[config.mk]
export PLATFORM = sky130hd
export DESIGN_NAME = bst_tap
export DESIGN_NICKNAME = d
export VERILOG_FILES = /design/src/rtl/bst_pkg.sv /design/src/rtl/bst_tap.sv
export SDC_FILE = /design/constraint.sdc
export NUM_CORES = 1
export LEC_CHECK = 0
export BUFFER_PORTS_ARGS = -buffer_cell sky130_fd_sc_hd__buf_2
export CAP_MARGIN = 20
export CORE_MARGIN = 2
export CORE_UTILIZATION = 56
export DETAILED_ROUTE_END_ITERATION = 10
export PLACE_DENSITY = 0.76
export SLEW_MARGIN = 30
export SYNTH_ARGS = -nofsm -noshare
export SYNTH_HDL_FRONTEND = slang
export SYNTH_SLANG_ARGS = --single-unit
[constraint.sdc]
create_clock -name clk_sys -period 4.1 [get_ports clk_sys]
set_input_delay 0.41 -clock clk_sys [delete_from_list [all_inputs] [get_ports clk_sys]]
set_output_delay 0.41 -clock clk_sys [all_outputs]
set_load 0.05 [all_outputs]
[src/rtl/bst_pkg.sv]
// Constants and types shared by the boundary-scan test access port.
package bst_pkg;
  localparam int BST_IR_W = 3;
  localparam int BST_ID_W = 32;
  localparam int BST_BSR_IN = 8;
  localparam int BST_BSR_OUT = 8;
  localparam int BST_BSR_W = BST_BSR_IN + 2 * BST_BSR_OUT;
  localparam logic [2:0] BST_OP_EXTEST = 3'h0;
  localparam logic [2:0] BST_OP_IDCODE = 3'h1;
  localparam logic [2:0] BST_OP_SAMPLE = 3'h2;
  localparam logic [2:0] BST_OP_BYPASS = 3'h7;
  localparam logic [2:0] BST_IR_RST = BST_OP_IDCODE;
  localparam logic [1:0] BST_IR_CAPTURE = 2'h1;
  // Identification value is arbitrary; bit 0 is the mandatory 1.
  localparam logic [31:0] BST_IDCODE = 32'h1234_5679;
  localparam int BST_TRST_MIN_NS = 500;
  localparam int BST_SYS_MHZ = 100;
  localparam int BST_TRST_CYC = (BST_TRST_MIN_NS * BST_SYS_MHZ + 999) / 1000;
  localparam int BST_TCK_MAX_MHZ = 10;
  typedef enum logic [15:0] {
    BST_RESET = 16'h0001, BST_IDLE = 16'h0002, BST_SEL_DR = 16'h0004,
    BST_CAP_DR = 16'h0008, BST_SH_DR = 16'h0010, BST_EX1_DR = 16'h0020,
    BST_PA_DR = 16'h0040, BST_EX2_DR = 16'h0080, BST_UPD_DR = 16'h0100,
    BST_SEL_IR = 16'h0200, BST_CAP_IR = 16'h0400, BST_SH_IR = 16'h0800,
    BST_EX1_IR = 16'h1000, BST_PA_IR = 16'h2000, BST_EX2_IR = 16'h4000,
    BST_UPD_IR = 16'h8000
  } bst_state_e;
endpackage

[src/rtl/bst_tap.sv]
// Boundary-scan test access port with its four shift paths.
`timescale 1ns/10ps
module bst_tap
  import bst_pkg::*;
(
  input wire logic clk_sys,
  input wire logic rst_n,
  input wire logic tck,
  input wire logic tms,
  input wire logic tdi,
  input wire logic test_reset_n,
  output logic tdo,
  output logic tdo_oe,
  input wire logic [BST_BSR_IN-1:0] pin_in,
  output logic [BST_BSR_IN-1:0] core_in,
  input wire logic [BST_BSR_OUT-1:0] core_out,
  input wire logic [BST_BSR_OUT-1:0] core_oe,
  output logic [BST_BSR_OUT-1:0] pin_out,
  output logic [BST_BSR_OUT-1:0] pin_oe
);

  ////////////////////////////////////////////////////////////////////////////
  // Input synchronisers; the test reset acts asynchronously on scan state.

  logic [1:0] tck_s, tms_s, tdi_s;
  logic tck_d;
  logic trst_n;
  logic trst_m;

  always_ff @(posedge clk_sys or negedge rst_n)
  begin
    if (!rst_n)
    begin
      tck_s <= 2'h0;
      tms_s <= 2'h3;
      tdi_s <= 2'h3;
      tck_d <= 1'b0;
    end
    else
    begin
      tck_s <= {tck_s[0], tck};
      tms_s <= {tms_s[0], tms};
      tdi_s <= {tdi_s[0], tdi};
      tck_d <= tck_s[1];
    end
  end

  always_ff @(posedge clk_sys or negedge test_reset_n)
  begin
    if (!test_reset_n)
    begin
      trst_m <= 1'b0;
      trst_n <= 1'b0;
    end
    else
    begin
      trst_m <= 1'b1;
      trst_n <= trst_m;
    end
  end

  logic rst_all_n;
  logic tck_rise, tck_fall;
  assign rst_all_n = rst_n & test_reset_n;
  assign tck_rise = tck_s[1] & ~tck_d;
  assign tck_fall = ~tck_s[1] & tck_d;

  ////////////////////////////////////////////////////////////////////////////
  // Controller state machine on rising test-clock edges.

  bst_state_e state, next_state;

  always_comb
  begin
    next_state = state;
    unique case (state)
      BST_RESET: next_state = tms_s[1] ? BST_RESET : BST_IDLE;
      BST_IDLE: next_state = tms_s[1] ? BST_SEL_DR : BST_IDLE;
      BST_SEL_DR: next_state = tms_s[1] ? BST_SEL_IR : BST_CAP_DR;
      BST_CAP_DR: next_state = tms_s[1] ? BST_EX1_DR : BST_SH_DR;
      BST_SH_DR: next_state = tms_s[1] ? BST_EX1_DR : BST_SH_DR;
      BST_EX1_DR: next_state = tms_s[1] ? BST_UPD_DR : BST_PA_DR;
      BST_PA_DR: next_state = tms_s[1] ? BST_EX2_DR : BST_PA_DR;
      BST_EX2_DR: next_state = tms_s[1] ? BST_UPD_DR : BST_SH_DR;
      BST_UPD_DR: next_state = tms_s[1] ? BST_SEL_DR : BST_IDLE;
      BST_SEL_IR: next_state = tms_s[1] ? BST_RESET : BST_CAP_IR;
      BST_CAP_IR: next_state = tms_s[1] ? BST_EX1_IR : BST_SH_IR;
      BST_SH_IR: next_state = tms_s[1] ? BST_EX1_IR : BST_SH_IR;
      BST_EX1_IR: next_state = tms_s[1] ? BST_UPD_IR : BST_PA_IR;
      BST_PA_IR: next_state = tms_s[1] ? BST_EX2_IR : BST_PA_IR;
      BST_EX2_IR: next_state = tms_s[1] ? BST_UPD_IR : BST_SH_IR;
      BST_UPD_IR: next_state = tms_s[1] ? BST_SEL_DR : BST_IDLE;
      default: next_state = BST_RESET;
    endcase
  end

  always_ff @(posedge clk_sys or negedge rst_all_n)
  begin
    if (!rst_all_n)
      state <= BST_RESET;
    else if (!trst_n)
      state <= BST_RESET;
    else if (tck_rise)
      state <= next_state;
  end

  ////////////////////////////////////////////////////////////////////////////
  // Instruction register and path decode.

  logic [BST_IR_W-1:0] ir_sh, ir;

  function automatic logic [1:0] path_of(input logic [BST_IR_W-1:0] op);
    unique case (op)
      BST_OP_EXTEST, BST_OP_SAMPLE: path_of = 2'h1;
      BST_OP_IDCODE: path_of = 2'h2;
      default: path_of = 2'h0;
    endcase
  endfunction

  always_ff @(posedge clk_sys or negedge rst_all_n)
  begin
    if (!rst_all_n)
    begin
      ir_sh <= '0;
      ir <= BST_IR_RST;
    end
    else if (tck_rise)
    begin
      if (state == BST_RESET)
        ir <= BST_IR_RST;
      else if (state == BST_UPD_IR)
        ir <= ir_sh;
      if (state == BST_CAP_IR)
        ir_sh <= {1'b0, BST_IR_CAPTURE};
      else if (state == BST_SH_IR)
        ir_sh <= {tdi_s[1], ir_sh[BST_IR_W-1:1]};
    end
  end

  ////////////////////////////////////////////////////////////////////////////
  // Data shift paths: bypass, identification and boundary.

  logic byp;
  logic [BST_ID_W-1:0] id_sh;
  logic [BST_BSR_W-1:0] bsr_sh, bsr_up;
  logic [BST_BSR_W-1:0] bsr_cap;
  logic [1:0] path;
  logic extest;

  assign path = path_of(ir);
  assign extest = (ir == BST_OP_EXTEST) && (state != BST_RESET);
  assign bsr_cap = {core_oe, core_out, pin_in};

  always_ff @(posedge clk_sys or negedge rst_all_n)
  begin
    if (!rst_all_n)
    begin
      byp <= 1'b0;
      id_sh <= '0;
      bsr_sh <= '0;
    end
    else if (tck_rise)
    begin
      if (state == BST_CAP_DR)
      begin
        byp <= 1'b0;
        id_sh <= BST_IDCODE;
        bsr_sh <= bsr_cap;
      end
      else if (state == BST_SH_DR)
      begin
        byp <= tdi_s[1];
        id_sh <= {tdi_s[1], id_sh[BST_ID_W-1:1]};
        bsr_sh <= {tdi_s[1], bsr_sh[BST_BSR_W-1:1]};
      end
    end
  end

  always_ff @(posedge clk_sys or negedge rst_all_n)
  begin
    if (!rst_all_n)
      bsr_up <= '0;
    else if (tck_fall && state == BST_UPD_DR && path == 2'h1)
      bsr_up <= bsr_sh;
  end

  ////////////////////////////////////////////////////////////////////////////
  // Serial output, changed on falling test-clock edges.

  logic sel_bit;

  always_comb
  begin
    if (state == BST_SH_IR)
      sel_bit = ir_sh[0];
    else unique case (path)
      2'h1: sel_bit = bsr_sh[0];
      2'h2: sel_bit = id_sh[0];
      default: sel_bit = byp;
    endcase
  end

  always_ff @(posedge clk_sys or negedge rst_all_n)
  begin
    if (!rst_all_n)
    begin
      tdo <= 1'b0;
      tdo_oe <= 1'b0;
    end
    else if (tck_fall)
    begin
      tdo <= sel_bit;
      tdo_oe <= (state == BST_SH_IR) || (state == BST_SH_DR);
    end
  end

  ////////////////////////////////////////////////////////////////////////////
  // Boundary cells: transparent unless the external test is active.

  logic drive_bsr;
  logic [BST_BSR_IN-1:0] next_core_in;
  logic [BST_BSR_OUT-1:0] next_pin_out;
  logic [BST_BSR_OUT-1:0] next_pin_oe;

  assign drive_bsr = extest && trst_n;

  for (genvar i = 0; i < BST_BSR_IN; i++)
  begin : g_in_cell
    assign next_core_in[i] = drive_bsr ? bsr_up[i] : pin_in[i];
  end

  for (genvar i = 0; i < BST_BSR_OUT; i++)
  begin : g_out_cell
    assign next_pin_out[i] =
      drive_bsr ? bsr_up[BST_BSR_IN+i] : core_out[i];
    assign next_pin_oe[i] =
      drive_bsr ? bsr_up[BST_BSR_IN+BST_BSR_OUT+i] : core_oe[i];
  end

  always_ff @(posedge clk_sys or negedge rst_n)
  begin
    if (!rst_n)
    begin
      core_in <= '0;
      pin_out <= '0;
      pin_oe <= '0;
    end
    else
    begin
      core_in <= next_core_in;
      pin_out <= next_pin_out;
      pin_oe <= next_pin_oe;
    end
  end

endmodule

---- Word-level counts from Yosys, hierarchy flattened ----
Cells that the tools add are included.
word-level totals
  register bits after elaboration ......... 138
  bits of input ports ..................... 30
  word-level logic and storage cells ...... 113
  output and inout port bits .............. 26
operators by class
  equal/unequal tests ..................... 22
  bitwise gates (word level) .............. 5
  mux-type cells .......................... 52
  reduce and logical (&&, ||, !) cells .... 16
operator list
  cell                    number
  $pmux W16 S12           1
  $mux W16                4
  $mux W32                2
  $mux W24                2
  $mux W1                 27
  $mux W9                 2
  $eq A16 B1 Y1 const B   1
  $eq A16 B10 Y1 const B  1
  $eq A16 B11 Y1 const B  1
  $eq A16 B12 Y1 const B  1
  $eq A16 B13 Y1 const B  1
  $eq A16 B14 Y1 const B  1
  $eq A16 B15 Y1 const B  1
  $eq A16 B16 Y1 const B  1
  $eq A16 B2 Y1 const B   1
  $eq A16 B3 Y1 const B   1
  $eq A16 B4 Y1 const B   1
  $eq A16 B5 Y1 const B   1
  $eq A16 B6 Y1 const B   1
  $eq A16 B7 Y1 const B   1
  $eq A16 B8 Y1 const B   1
  $eq A16 B9 Y1 const B   1
  $ne A16 B1 Y1 const B   1
  $mux W15                1
  23 further kinds        39

---- Depth between registers and ports, before layout ----
Gate-level depths: netlist of the first run.
  depth after elaboration ................. 6
  mapped depth ............................ 8
  mapped depth without buffers ............ 8

---- Worst setup path after synthesis of the first run ----
Ideal clock, no wire load.
  path type ............................... flip-flop to flip-flop
  from .................................... register state[12]
  to ...................................... register bsr_up[10]
  period minus slack after synthesis ...... 2.139 ns
  slack ................................... 1.961 ns
  buffers on the path ..................... 2
  stages on the path, launching flop included .. 7
  data arrival time ....................... 2.014 ns
  required time ........................... 3.975 ns
  path through ............................ dfrtp_1 buf_2 nor4_2 nand2_1 nor3_4 buf_2 mux2_2
between the ends
  cells in the longest elaborated chain, start to end .. 3
ends and longest elaborated chain
  item                              line            RTL
  from (decl)                       bst_tap.sv:71   bst_state_e state, next_state;
  from (signal assigned)            bst_tap.sv:104  state <= next_state;
  $eq A16 B9 Y1                     bst_tap.sv:183  else if (tck_fall && state == BST_UPD_DR && path == 2'h1)
  $logic_and A1 B1 Y1 (2 in a row)  bst_tap.sv:183
  to (signal assigned)              bst_tap.sv:184  bsr_up <= bsr_sh;
  to (decl)                         bst_tap.sv:145  logic [BST_BSR_W-1:0] bsr_sh, bsr_up;
Every way passes these cells.
A chain may end at the register's enable or synchronous reset.

---- Final worst setup path of the first run ----
  from .................................... register state[12]
  to ...................................... register bsr_sh[16]
between the ends
  cells in the longest elaborated chain, start to end .. 3
  elaborated cells between the ends (all ways) .. 5
  classes of those cells .................. eq/ne: 2; mux: 1; reduce/logical: 2
ends and longest elaborated chain
  item                                            line                            RTL
  $eq A16 B4 Y1 or $eq A16 B5 Y1 (tied branches)  bst_tap.sv:164, bst_tap.sv:170
  $reduce_bool A2 Y1 (no source line)             -
  $reduce_and A2 Y1 (no source line)              -
  to (signal assigned)                            bst_tap.sv:168                  bsr_sh <= bsr_cap;
  to (signal assigned)                            bst_tap.sv:174                  bsr_sh <= {tdi_s[1], bsr_sh[BST_BSR_W-1:1]};
  to (decl)                                       bst_tap.sv:145
Several ways; a longest one is shown, not always the timed one.

==> reports/results.txt, run 1 <==
Met3 wire len: 680 um
Synth Instances: 553
Post-CTS setup buffers: 0
Die span in x: 109 um
Placer Congestion: 0.945
CP Max Fanout: 37
Worst path cell trace: nor4_2 > nand4_1 > nor2_4 > buf_4 > mux2i_1 > o21ai_1
Detailed placement HPWL: 8.59 mm
Via count of the routed design: 4,480
Pin count of the biggest net entering global routing: 58
I/O pin count: 56
Die height: 109 um
Clk root buf: clkbuf_8
Hold WC Path Type: in -> reg
Seq/Total Area, Yosys: 55.8%
Number of library cell types mapped by synthesis: 54
Slew @ Worst Pin: 0.846 ns
Commonest cells in the netlist: dfrtp_1, o21ai_1, o21ai_0
Placement Cell Area: 6470 um2
Async set-reset flop share out of synthesis: 100%
Finish-stage setup viols: 0
Crit path DAT: 3.09 ns
Area contributors post-synth: dfrtp_1, mux2_2, o21ai_1
Drt via density: 6.00
Inst Count DP: 710
Post-synth EDFFs: 0
Die ar.: 11,900 um2
Post-synthesis cell area: 6160 um2
CTS Buf Count: 17
Clk slew on worst S/H paths: 0.06 ns
Static leakage: 3.07 nW
Max incr delay on CP: 0.59 ns
Setup_tns: 0 ns
Crit path capture type: register
Final Hold Viols: 0
Global-route wire length before repair: 23.5 mm
Top-count cell post-synth: dfrtp_1
# rows: 38
H-tree levels: 4
Layout Skew: 0.00769 ns
Crit path launch type: register
Clock buffer depth: 2
Crit Path Category: reg -> reg
Share of cells above drive strength 1: 25.0%
DRC Markers: 0
DRT Pass-1 Iters: 5
Nets@finish: 627
Crit path time final: 2.69 ns
Worst-skew pair later-pin latency: 0.51 ns
Top Metal Used: met4
Number of global-route vias before repair: 4,654
RSZ-0062 raised after global routing: no
Relative slew slack: 43.6%
Wire length on met2: 6.92 mm
IO Port Bufs: 55
Critical path's slowest cell: nor4_2
Status: finished clean
Pwr dens: 430 nW/um2
Area growth syn-to-layout: 15.6%
Predominant post-synthesis flop cell: dfrtp_1
VDD IR max: 0.254 mV
Wire length per cell: 18.6 um
Syn avg cell area: 11.1 um2
Routed WL: 13.9 mm
Max_cap viols: 0
Cell type with the largest total area after synthesis: dfrtp_1
Wire length on met1: 6.03 mm
TritonCTS clock tree: built
Diode count: 0
Syn_nets: 585
Total congestion overflow: 0
Post-synth top area share: 53.2%
Post-Layout Cell Count: 747
Clock sinks: 137
Total GRT Usage: 25.8%
Initial DRC count: 327
Initial antenna violation count: 0
Data required time of the critical path: 4.49 ns
Highest clock rate: 372 MHz
Flops & latches, synth: 137
Layout Utilization: 66.0%
CORE AREA: 10,800 um2
Starting Density: 57.1%
Max-slew violation count: 0
Filler instances: 787
Final cycle utilization of the critical path: 65.6%
Fin area: 7120 um2
Post-DRT Antenna Nets: 0
Synthesis Warnings: 0
## metrics by stage
step                      hold WS (ns)  setup WS [ns]  total power [mW]
after floorplan                  0.114          0.414              1.51
after global placement           0.202           1.49              1.57
after detailed placement         0.210           1.42              1.57
after CTS                        0.130           1.41              3.08
after global routing             0.131           1.23              3.16
final                            0.145           1.41              3.06
## worst max-delay path: cells and delay by family (launching register included)
kind / cells / cell delay [ns]
buf+inv: 1 / 0.50
compound gates: 1 / 0.09
mux: 1 / 0.29
simple gates: 3 / 1.20
flops: 1 / 0.47
## layout by cell type (no fill, tap or decap), types with 4 or more instances in the layout
cell and instances:
or3_1 4, o21ai_1 62, dfstp_2 6, dfrtp_1 131, nor2_1 28, nand3_1 10
or4_1 4, or4_4 4, a21oi_1 8, mux2_2 38, buf_4 6, a22oi_1 6
xnor2_1 7, clkbuf_16 16, clkbuf_8 4, mux2_1 10, o21ai_0 57, dlygate4sd3_1 5
clkinv_2 4, mux2i_1 25, buf_2 55, a22o_1 4, nor3_1 6, nand2_1 36
inv_1 11
## layer usage
layer	vias to the layer above	GRT usage, %
met5	-	0
met4	0	8.79
met3	23	5.62
met2	152	41.7
met1	2255	34.8
li1	2050	-
## cell type report
class | instances | area (um2) | area share [%]
clock buffer | 23 | 467 | 6.55
clock inverter | 8 | 119 | 1.67
timing repair buffer | 68 | 405 | 5.69
sequential | 137 | 3440 | 48.3
inverter | 11 | 41.3 | 0.580
multi-input combinational | 360 | 2480 | 34.8
tap | 140 | 175 | 2.46
## where the power goes
part | internal (mW) | switching (mW)
Combinational | 0.0449 | 0.122
Clock | 0.969 | 0.541
Sequential | 1.37 | 0.0107
## state kept, by name, indices dropped and copies added, names as in the netlist, 2 cells and up
| register | flops |
|---|---|
| tck_s | 2 |
| bsr_up | 24 |
| ir | 3 |
| ir_sh | 3 |
| tdi_s | 2 |
| tms_s | 2 |
| id_sh | 31 |
| core_in | 8 |
| bsr_sh | 24 |
| pin_oe | 8 |
| pin_out | 8 |
| state | 16 |
## timing repair
item | 4_1_cts | 5_1_grt
endpoints found under the hold margin | 32 | 0
hold buffers | 5 | 0
resized for setup | 0 | 0
## cell families after synthesis
group / share of synthesized area (%)
other cells: 0.0609
fa+ha+maj: 0.406
mux: 12.8
buf+inv: 4.49
xor+xnor: 1.14
compound gates: 13.8
simple gates: 11.5
flops: 55.8
## final timing paths
path / startpoint / end / slack [ns] / depth (start not counted)
worst max-delay path: state[12]$_DFFE_PN0P_ / bsr_sh[16]$_DFFE_PN0P_ / 1.41 / 6
worst min-delay path: core_out[3] / pin_out[3]$_DFF_PN0_ / 0.15 / 2
worst max register to register: state[12]$_DFFE_PN0P_ / bsr_sh[16]$_DFFE_PN0P_ / 1.41 / 6
worst min register to register: tck_s[0]$_DFF_PN0_ / tck_s[1]$_DFF_PN0_ / 0.35 / 0
max in group asynchronous: rst_n / bsr_up[3]$_DFFE_PN0P_ / 2.07 / 4
min in group asynchronous: test_reset_n / trst_m$_DFF_PN0_ / 0.22 / 2
No activity file was read; power rests on OpenSTA's default activity.
==> run 2: changes to the inputs <==
ABC_AREA = 1   (was not set)
clock period = 2.6 ns   (was 4.1 ns; I/O delays follow)
==> reports/results.txt, run 2 <==
Max reg flops: 31 (unchanged)
DRC Markers: 0 (unchanged)
Worst reg2reg setup slack: 0.61 ns (was 1.41 ns)
Top-count cell post-synth: nand2_1 (was dfrtp_1)
Flops & latches, synth: 137 (unchanged)
H-tree levels: 4 (unchanged)
Detailed placement HPWL: 7.81 mm (was 8.59 mm)
Highest clock rate: 503 MHz (was 372 MHz)
Nets@finish: 764 (was 627)
Critical path's slowest cell: dfrtp_1 (was nor4_2)
Clock network power share: 50.0% (was 49.3%)
Wire length per cell: 15.0 um (was 18.6 um)
Most frequent cells in the layout: nand2_1, dfrtp_1, inv_1, o21ai_0 (was dfrtp_1, o21ai_1, o21ai_0)
WHS Endpoint: pin_oe[2]$_DFF_PN0_ (was pin_out[3]$_DFF_PN0_)
Crit path launch type: register (unchanged)
Seq pwr share: 42.0% (was 45.2%)
Area contributors post-synth: dfrtp_1, nand2_1, o21ai_0 (was dfrtp_1, mux2_2, o21ai_1)
Drt via density: 5.25 (was 6.00)
Internal power: 4.05 mW (was 2.39 mW)
Total congestion overflow: 0 (unchanged)
Clk root buf: clkbuf_8 (unchanged)
Die height: 108 um (was 109 um)
Layout Utilization: 68.7% (was 66.0%)
Seq/Total Area, Yosys: 56.3% (was 55.8%)
Async set-reset flop share out of synthesis: 100% (unchanged)
Gate power share: 8.0% (was 5.5%)
Switching share of total power: 22.9% (was 22.0%)
Share of cells above drive strength 1: 20.7% (was 25.0%)
Data required time of the critical path: 3.01 ns (was 4.49 ns)
Crit path DAT: 2.40 ns (was 3.09 ns)
Starting Density: 56.8% (was 57.1%)
Worst-skew pair later-pin latency: 0.53 ns (was 0.51 ns)
Hold Slack: 0.0229 ns (was 0.145 ns)
Status: finished clean (unchanged)
IO Port Bufs: 55 (unchanged)
Pin count of the biggest net entering global routing: 105 (was 58)
Post-synthesis cell area: 6100 um2 (was 6160 um2)
Global-route wire length before repair: 21.9 mm (was 23.5 mm)
R2r worst-path depth: 6 (unchanged)
Max_cap viols: 0 (unchanged)
Clock buffer depth: 2 (unchanged)
Final cycle utilization of the critical path: 76.5% (was 65.6%)
Pwr dens: 712 nW/um2 (was 430 nW/um2)
Post-CTS Resized: 0 (unchanged)
Clk slew on worst S/H paths: 0.06 ns (about the same)
Initial antenna violation count: 0 (unchanged)
Filler instances: 818 (was 787)
Hold WC Path Type: in -> reg (unchanged)
Cell mode on critical path: nand2_4
# hold bufs at CTS: 27 (was 5)
Commonest cells in the netlist: nand2_1, dfrtp_1, inv_1 (was dfrtp_1, o21ai_1, o21ai_0)
Syn avg cell area: 9.36 um2 (was 11.1 um2)
Die ar.: 11,700 um2 (was 11,900 um2)
Synthesis Warnings: 0 (unchanged)
CTS Buf Count: 17 (unchanged)
VDD IR max: 0.521 mV (was 0.254 mV)
R2R Path End: pin_out[3]$_DFF_PN0_ (was bsr_sh[16]$_DFFE_PN0P_)
Routed WL: 13.3 mm (was 13.9 mm)
Max incr delay on CP: 0.41 ns (was 0.59 ns)
Static leakage: 3.74 nW (was 3.07 nW)
Predominant post-synthesis flop cell: dfrtp_1 (unchanged)
Final Hold Viols: 0 (unchanged)
Setup ws final: 0.611 ns (was 1.41 ns)
Crit path time final: 1.99 ns (was 2.69 ns)
Die span in x: 108 um (was 109 um)
Post-DRT Antenna Nets: 0 (unchanged)
Reg2reg start: state[15]$_DFFE_PN0P_ (was state[12]$_DFFE_PN0P_)
Most common cell after layout, fill and taps aside: nand2_1 (was dfrtp_1)
Placer Congestion: 0.922 (was 0.945)
Crit Path Category: reg -> reg (unchanged)
CORE AREA: 10,700 um2 (was 10,800 um2)
Cell type with the largest total area after synthesis: dfrtp_1 (unchanged)
Hold Crit Start: core_oe[2] (was core_out[3])
Diode count: 0 (unchanged)
Total GRT Usage: 24.2% (was 25.8%)
DRT Pass-1 Iters: 5 (unchanged)
WHS Path Cells: 2 (unchanged)
Finish-stage setup viols: 0 (unchanged)
Total Power: 5.26 mW (was 3.06 mW)
Post-placement setup slack: 0.642 ns (was 1.42 ns)
Worst path cell trace: nor2_2 > nand2_4 > nor2_8 > nand2_4 > nand4_4 > mux2_2 (was nor4_2 > nand4_1 > nor2_4 > buf_4 > mux2i_1 > o21ai_1)
I/O pin count: 56 (unchanged)
Via count of the routed design: 4,642 (was 4,480)
Area growth syn-to-layout: 21.1% (was 15.6%)
Post-synth top area share: 53.7% (was 53.2%)
Switching pwr: 1.20 mW (was 0.673 mW)
Slew @ Worst Pin: 0.662 ns (was 0.846 ns)
Number of library cell types mapped by synthesis: 35 (was 54)
Syn_nets: 684 (was 585)
RSZ-0062 raised after global routing: no (unchanged)
TritonCTS clock tree: built (unchanged)
Initial DRC count: 352 (was 327)
Clock sinks: 137 (unchanged)
Number of global-route vias before repair: 4,594 (was 4,654)
Setup_tns: 0 ns (unchanged)
Post-CTS setup buffers: 0 (unchanged)
Max-slew violation count: 0 (unchanged)
Crit path capture type: register (unchanged)
CP Max Fanout: 25 (was 37)
Top Registers: id_sh (31), bsr_sh (24), bsr_up (24) (unchanged)
# rows: 38 (unchanged)
Relative slew slack: 55.8% (was 43.6%)
Synth Instances: 652 (was 553)
Post-synth EDFFs: 0 (unchanged)
Layout Skew: 0.00519 ns (was 0.00769 ns)
Register with the most flip-flops: id_sh (unchanged)
-- run 2: cell count changes after synthesis, sizes merged, moves of 6 or more --
cell	previous run	this run
a22oi	6	0
buf	24	18
clkbuf	21	10
inv	11	66
mux2	48	23
mux2i	25	0
nand2	36	169
nand3	10	25
nor2	29	49
nor4	8	0
or4	8	0
xnor2	7	0
-- run 2: worst max-delay path: cells and delay by family (launching register included) --
kind / cells / cell delay (ns)
flip-flops: 1 / 0.41
multiplexers: 1 / 0.40
AND/OR/NAND/NOR: 5 / 1.04
-- run 2: stage by stage --
step	instance area (um2)	std cells
5_1_grt	7390	885
3_5_place_dp	6460	826
2_1_floorplan	6100	652
3_3_place_gp	6460	826
6_report	7390	885
4_1_cts	7390	885
-- run 2: metal layers --
metal,track usage [%],routed length [um]
met1,32.8,6000
met2,38.4,6510
met3,6.27,565
met4,8.06,193
met5,0,0
-- run 2: kinds of logic (layout without fill, tap and decap cells) --
kind of cell	after synthesis	count (layout)	synth area share (%)
other	1	1	0.0615
adders and majority gates	2	2	0.410
and+or+nand+nor	254	254	18.8
buffers and inverters	94	187	6.81
DFF	137	137	56.3
muxes	23	23	5.35
AOI/OAI and AO/OA	141	141	12.2
-- run 2: power by group through the flow --
stage / registers, mW / logic [mW] / clock network, mW
3_3_place_gp: 2.24 / 0.385 / 0
3_5_place_dp: 2.24 / 0.389 / 0
2_1_floorplan: 2.36 / 0.156 / 0
6_report: 2.21 / 0.422 / 2.63
4_1_cts: 2.21 / 0.423 / 2.65
5_1_grt: 2.21 / 0.455 / 2.77
-- run 2: how the worst max path moves through the flow --
stage	start	end	slack, ns	depth (start not counted)
floorplan	state[8]$_DFFE_PN0P_	core_in[2]$_DFF_PN0_	0.89	8
global placement	state[0]$_DFFE_PN1P_	pin_out[4]$_DFF_PN0_	0.66	7
detailed placement	state[15]$_DFFE_PN0P_	pin_out[3]$_DFF_PN0_	0.64	6
CTS	state[15]$_DFFE_PN0P_	pin_out[3]$_DFF_PN0_	0.61	6
global route	state[8]$_DFFE_PN0P_	id_sh[10]$_DFFE_PN0P_	0.45	7
finish	state[15]$_DFFE_PN0P_	pin_out[3]$_DFF_PN0_	0.61	6
-- run 2: cell type report --
cell class                      count  area, um2  area share (%)
Multi-Input combinational cell    421       2250            30.4
Tap cell                          140        175            2.37
Inverter                           66        251            3.41
Sequential cell                   137       3440            46.5
Clock inverter                     11        193            2.61
Timing Repair Buffer               89        623            8.44
Clock buffer                       21        459            6.22
==> run 3: changes to the inputs <==
clock period = 1.9 ns   (was 2.6 ns; I/O delays follow)
==> reports/results.txt, run 3 (same netlist as run 2, synthesis figures left out) <==
Clk root buf: clkbuf_8 (unchanged)
Clock sinks: 137 (unchanged)
Die height: 108 um (unchanged)
Placement Cell Area: 6660 um2 (was 6460 um2)
Layout Skew: 0.0104 ns (was 0.00519 ns)
Drt via density: 5.34 (was 5.25)
CTS Buf Count: 17 (unchanged)
Worst path cell trace: nor2_4 > nand2_4 > nor2_8 > nand3b_1 > buf_4 > clkbuf_16 > o21ai_0 > o21ai_1 (was nor2_2 > nand2_4 > nor2_8 > nand2_4 > nand4_4 > mux2_2)
DRC Markers: 0 (unchanged)
Inst Count DP: 840 (was 826)
CORE AREA: 10,700 um2 (unchanged)
Seq pwr share: 43.3% (was 42.0%)
Finish-stage setup viols: 0 (unchanged)
Switching pwr: 1.67 mW (was 1.20 mW)
Static leakage: 3.91 nW (was 3.74 nW)
Register with the most flip-flops: id_sh (unchanged)
Worst-skew pair later-pin latency: 0.54 ns (was 0.53 ns)
Most common cell after layout, fill and taps aside: nand2_1 (unchanged)
Crit path buf inv count: 2 (was 0)
IO Port Bufs: 55 (unchanged)
Top Registers: id_sh (31), bsr_sh (24), bsr_up (24) (unchanged)
Via count of the routed design: 4,882 (was 4,642)
Crit path capture type: register (unchanged)
VDD IR max: 0.703 mV (was 0.521 mV)
Filler instances: 771 (was 818)
Gate power share: 8.7% (was 8.0%)
Initial antenna violation count: 0 (unchanged)
Area growth syn-to-layout: 27.0% (was 21.1%)
CP Max Fanout: 12 (was 25)
Status: finished clean (unchanged)
Clock network power share: 48.0% (was 50.0%)
Internal power: 5.31 mW (was 4.05 mW)
Total GRT Usage: 26.8% (was 24.2%)
Max_cap viols: 0 (unchanged)
Die ar.: 11,700 um2 (unchanged)
Max reg flops: 31 (unchanged)
Clk slew on worst S/H paths: 0.06 ns (about the same)
Relative slew slack: 59.2% (was 55.8%)
Post-placement setup slack: 0.0588 ns (was 0.642 ns)
Diode count: 0 (unchanged)
Setup ws final: 0.0309 ns (was 0.611 ns)
Hold WC Path Type: in -> async (was in -> reg)
Slew @ Worst Pin: 0.611 ns (was 0.662 ns)
DRT Pass-1 Iters: 5 (unchanged)
Max-slew violation count: 0 (unchanged)
Post-DRT Antenna Nets: 0 (unchanged)
Number of global-route vias before repair: 4,946 (was 4,594)
TritonCTS clock tree: built (unchanged)
Final cycle utilization of the critical path: 98.4% (was 76.5%)
Clock buffer depth: 2 (unchanged)
Fin area: 7750 um2 (was 7390 um2)
Data required time of the critical path: 2.32 ns (was 3.01 ns)
Initial DRC count: 487 (was 352)
CP delay by family, top: simple AND/OR/NAND/NOR gates (unchanged)
Total congestion overflow: 0 (unchanged)
Crit path DAT: 2.29 ns (was 2.40 ns)
Worst reg2reg setup slack: 0.03 ns (was 0.61 ns)
R2r worst-path depth: 8 (was 6)
Crit path time final: 1.87 ns (was 1.99 ns)
I/O pin count: 56 (unchanged)
Critical path's slowest cell: dfrtp_1 (unchanged)
H-tree levels: 4 (unchanged)
Stages on the worst setup path: 8 (was 6)
Share of cells above drive strength 1: 24.4% (was 20.7%)
Total Power: 6.98 mW (was 5.26 mW)
Detailed placement HPWL: 8.85 mm (was 7.81 mm)
Switching share of total power: 23.9% (was 22.9%)
Post-Layout Cell Count: 914 (was 885)
Starting Density: 56.8% (unchanged)
Global-route wire length before repair: 24.0 mm (was 21.9 mm)
Crit Path Category: reg -> reg (unchanged)
Pin count of the biggest net entering global routing: 49 (was 105)
Worst setup endpoint: bsr_sh[8]$_DFFE_PN0P_ (was pin_out[3]$_DFF_PN0_)
Highest clock rate: 535 MHz (was 503 MHz)
Most frequent cells in the layout: nand2_1, dfrtp_1, o21ai_1 (was nand2_1, dfrtp_1, inv_1, o21ai_0)
Routed WL: 14.8 mm (was 13.3 mm)
R2R Path End: bsr_sh[8]$_DFFE_PN0P_ (was pin_out[3]$_DFF_PN0_)
Nets@finish: 793 (was 764)
Final Hold Viols: 0 (unchanged)
Wire length per cell: 16.2 um (was 15.0 um)
Crit path launch type: register (unchanged)
Die span in x: 108 um (unchanged)
Pwr dens: 901 nW/um2 (was 712 nW/um2)
# rows: 38 (unchanged)
RSZ-0062 raised after global routing: yes (was no)
Reg2reg start: state[9]$_DFFE_PN0P_ (was state[15]$_DFFE_PN0P_)
Critical path origin: state[9]$_DFFE_PN0P_ (was state[15]$_DFFE_PN0P_)
Hold Slack: 0.259 ns (was 0.0229 ns)
Max incr delay on CP: 0.42 ns (was 0.41 ns)
Placer Congestion: 0.964 (was 0.922)
run 3: changes by cell type in the layout (fill, tap and decap cells not counted), moves of 3 or more:
cell / change
nor2_2: -5
dlygate4sd3_1: +3
nand2_1: -3
o21ai_0: -11
nand2_2: +3
o21ai_1: +11
dfrtp_2: +6
nor2_4: +6
buf_12: +7
buf_4: +15
dfrtp_1: -6
run 3: power groups by stage:
stage	sequential, mW	clock, mW	combinational, mW
floorplan	3.23	0	0.214
global route	3.03	3.52	0.653
global placement	3.07	0	0.542
detailed placement	3.07	0	0.551
CTS	3.02	3.38	0.601
finish	3.02	3.35	0.606
run 3: what timing repair did:
action,CTS,global route
setup endpoints to repair,0,61
setup buffers,0,10
hold buffers,30,0
endpoints found under the hold margin,91,0
resized for setup,0,30
run 3: worst min-delay path by stage:
stage,start,endpoint,cells after the start
floorplan,rst_n,core_in[0]$_DFF_PN0_,0
global placement,test_reset_n,trst_m$_DFF_PN0_,1
detailed placement,test_reset_n,trst_n$_DFF_PN0_,1
CTS,rst_n,pin_oe[7]$_DFF_PN0_,3
global route,tdi,tdi_s[0]$_DFF_PN1_,2
finish,rst_n,pin_oe[7]$_DFF_PN0_,3
run 3: final cells by class:
type / instances / area, um2 / area share (%)
inverters: 66 / 251 / 3.25
clock inverters: 9 / 139 / 1.79
repair buffers: 118 / 978 / 12.6
well taps: 140 / 175 / 2.26
multi-input cells: 421 / 2290 / 29.6
flip-flops and latches: 137 / 3440 / 44.4
clock buffers: 23 / 467 / 6.02
run 3: metrics by stage:
step           setup TNS [ns]  util, %
4_1_cts                     0     70.4
3_3_place_gp                0     61.9
6_report                    0     72.1
5_1_grt                 -2.09     72.1
2_1_floorplan               0        -
3_5_place_dp                0     61.9
run 3: per-layer routing:
metal / wire length, um / vias to the layer above / share of wire [%] / GRT usage, %
li1: - / 2338 / - / -
met1: 6350 / 2366 / 43 / 35.5
met2: 7430 / 149 / 50 / 43.5
met3: 748 / 29 / 5.0 / 5.85
met4: 286 / 0 / 1.9 / 10.1
met5: 0 / - / 0 / 0
run 3: tightest hold or removal path: stages:
cell           delay [ns]
dlygate4sd3_1        0.51
buf_2                0.12
buf_4                0.40
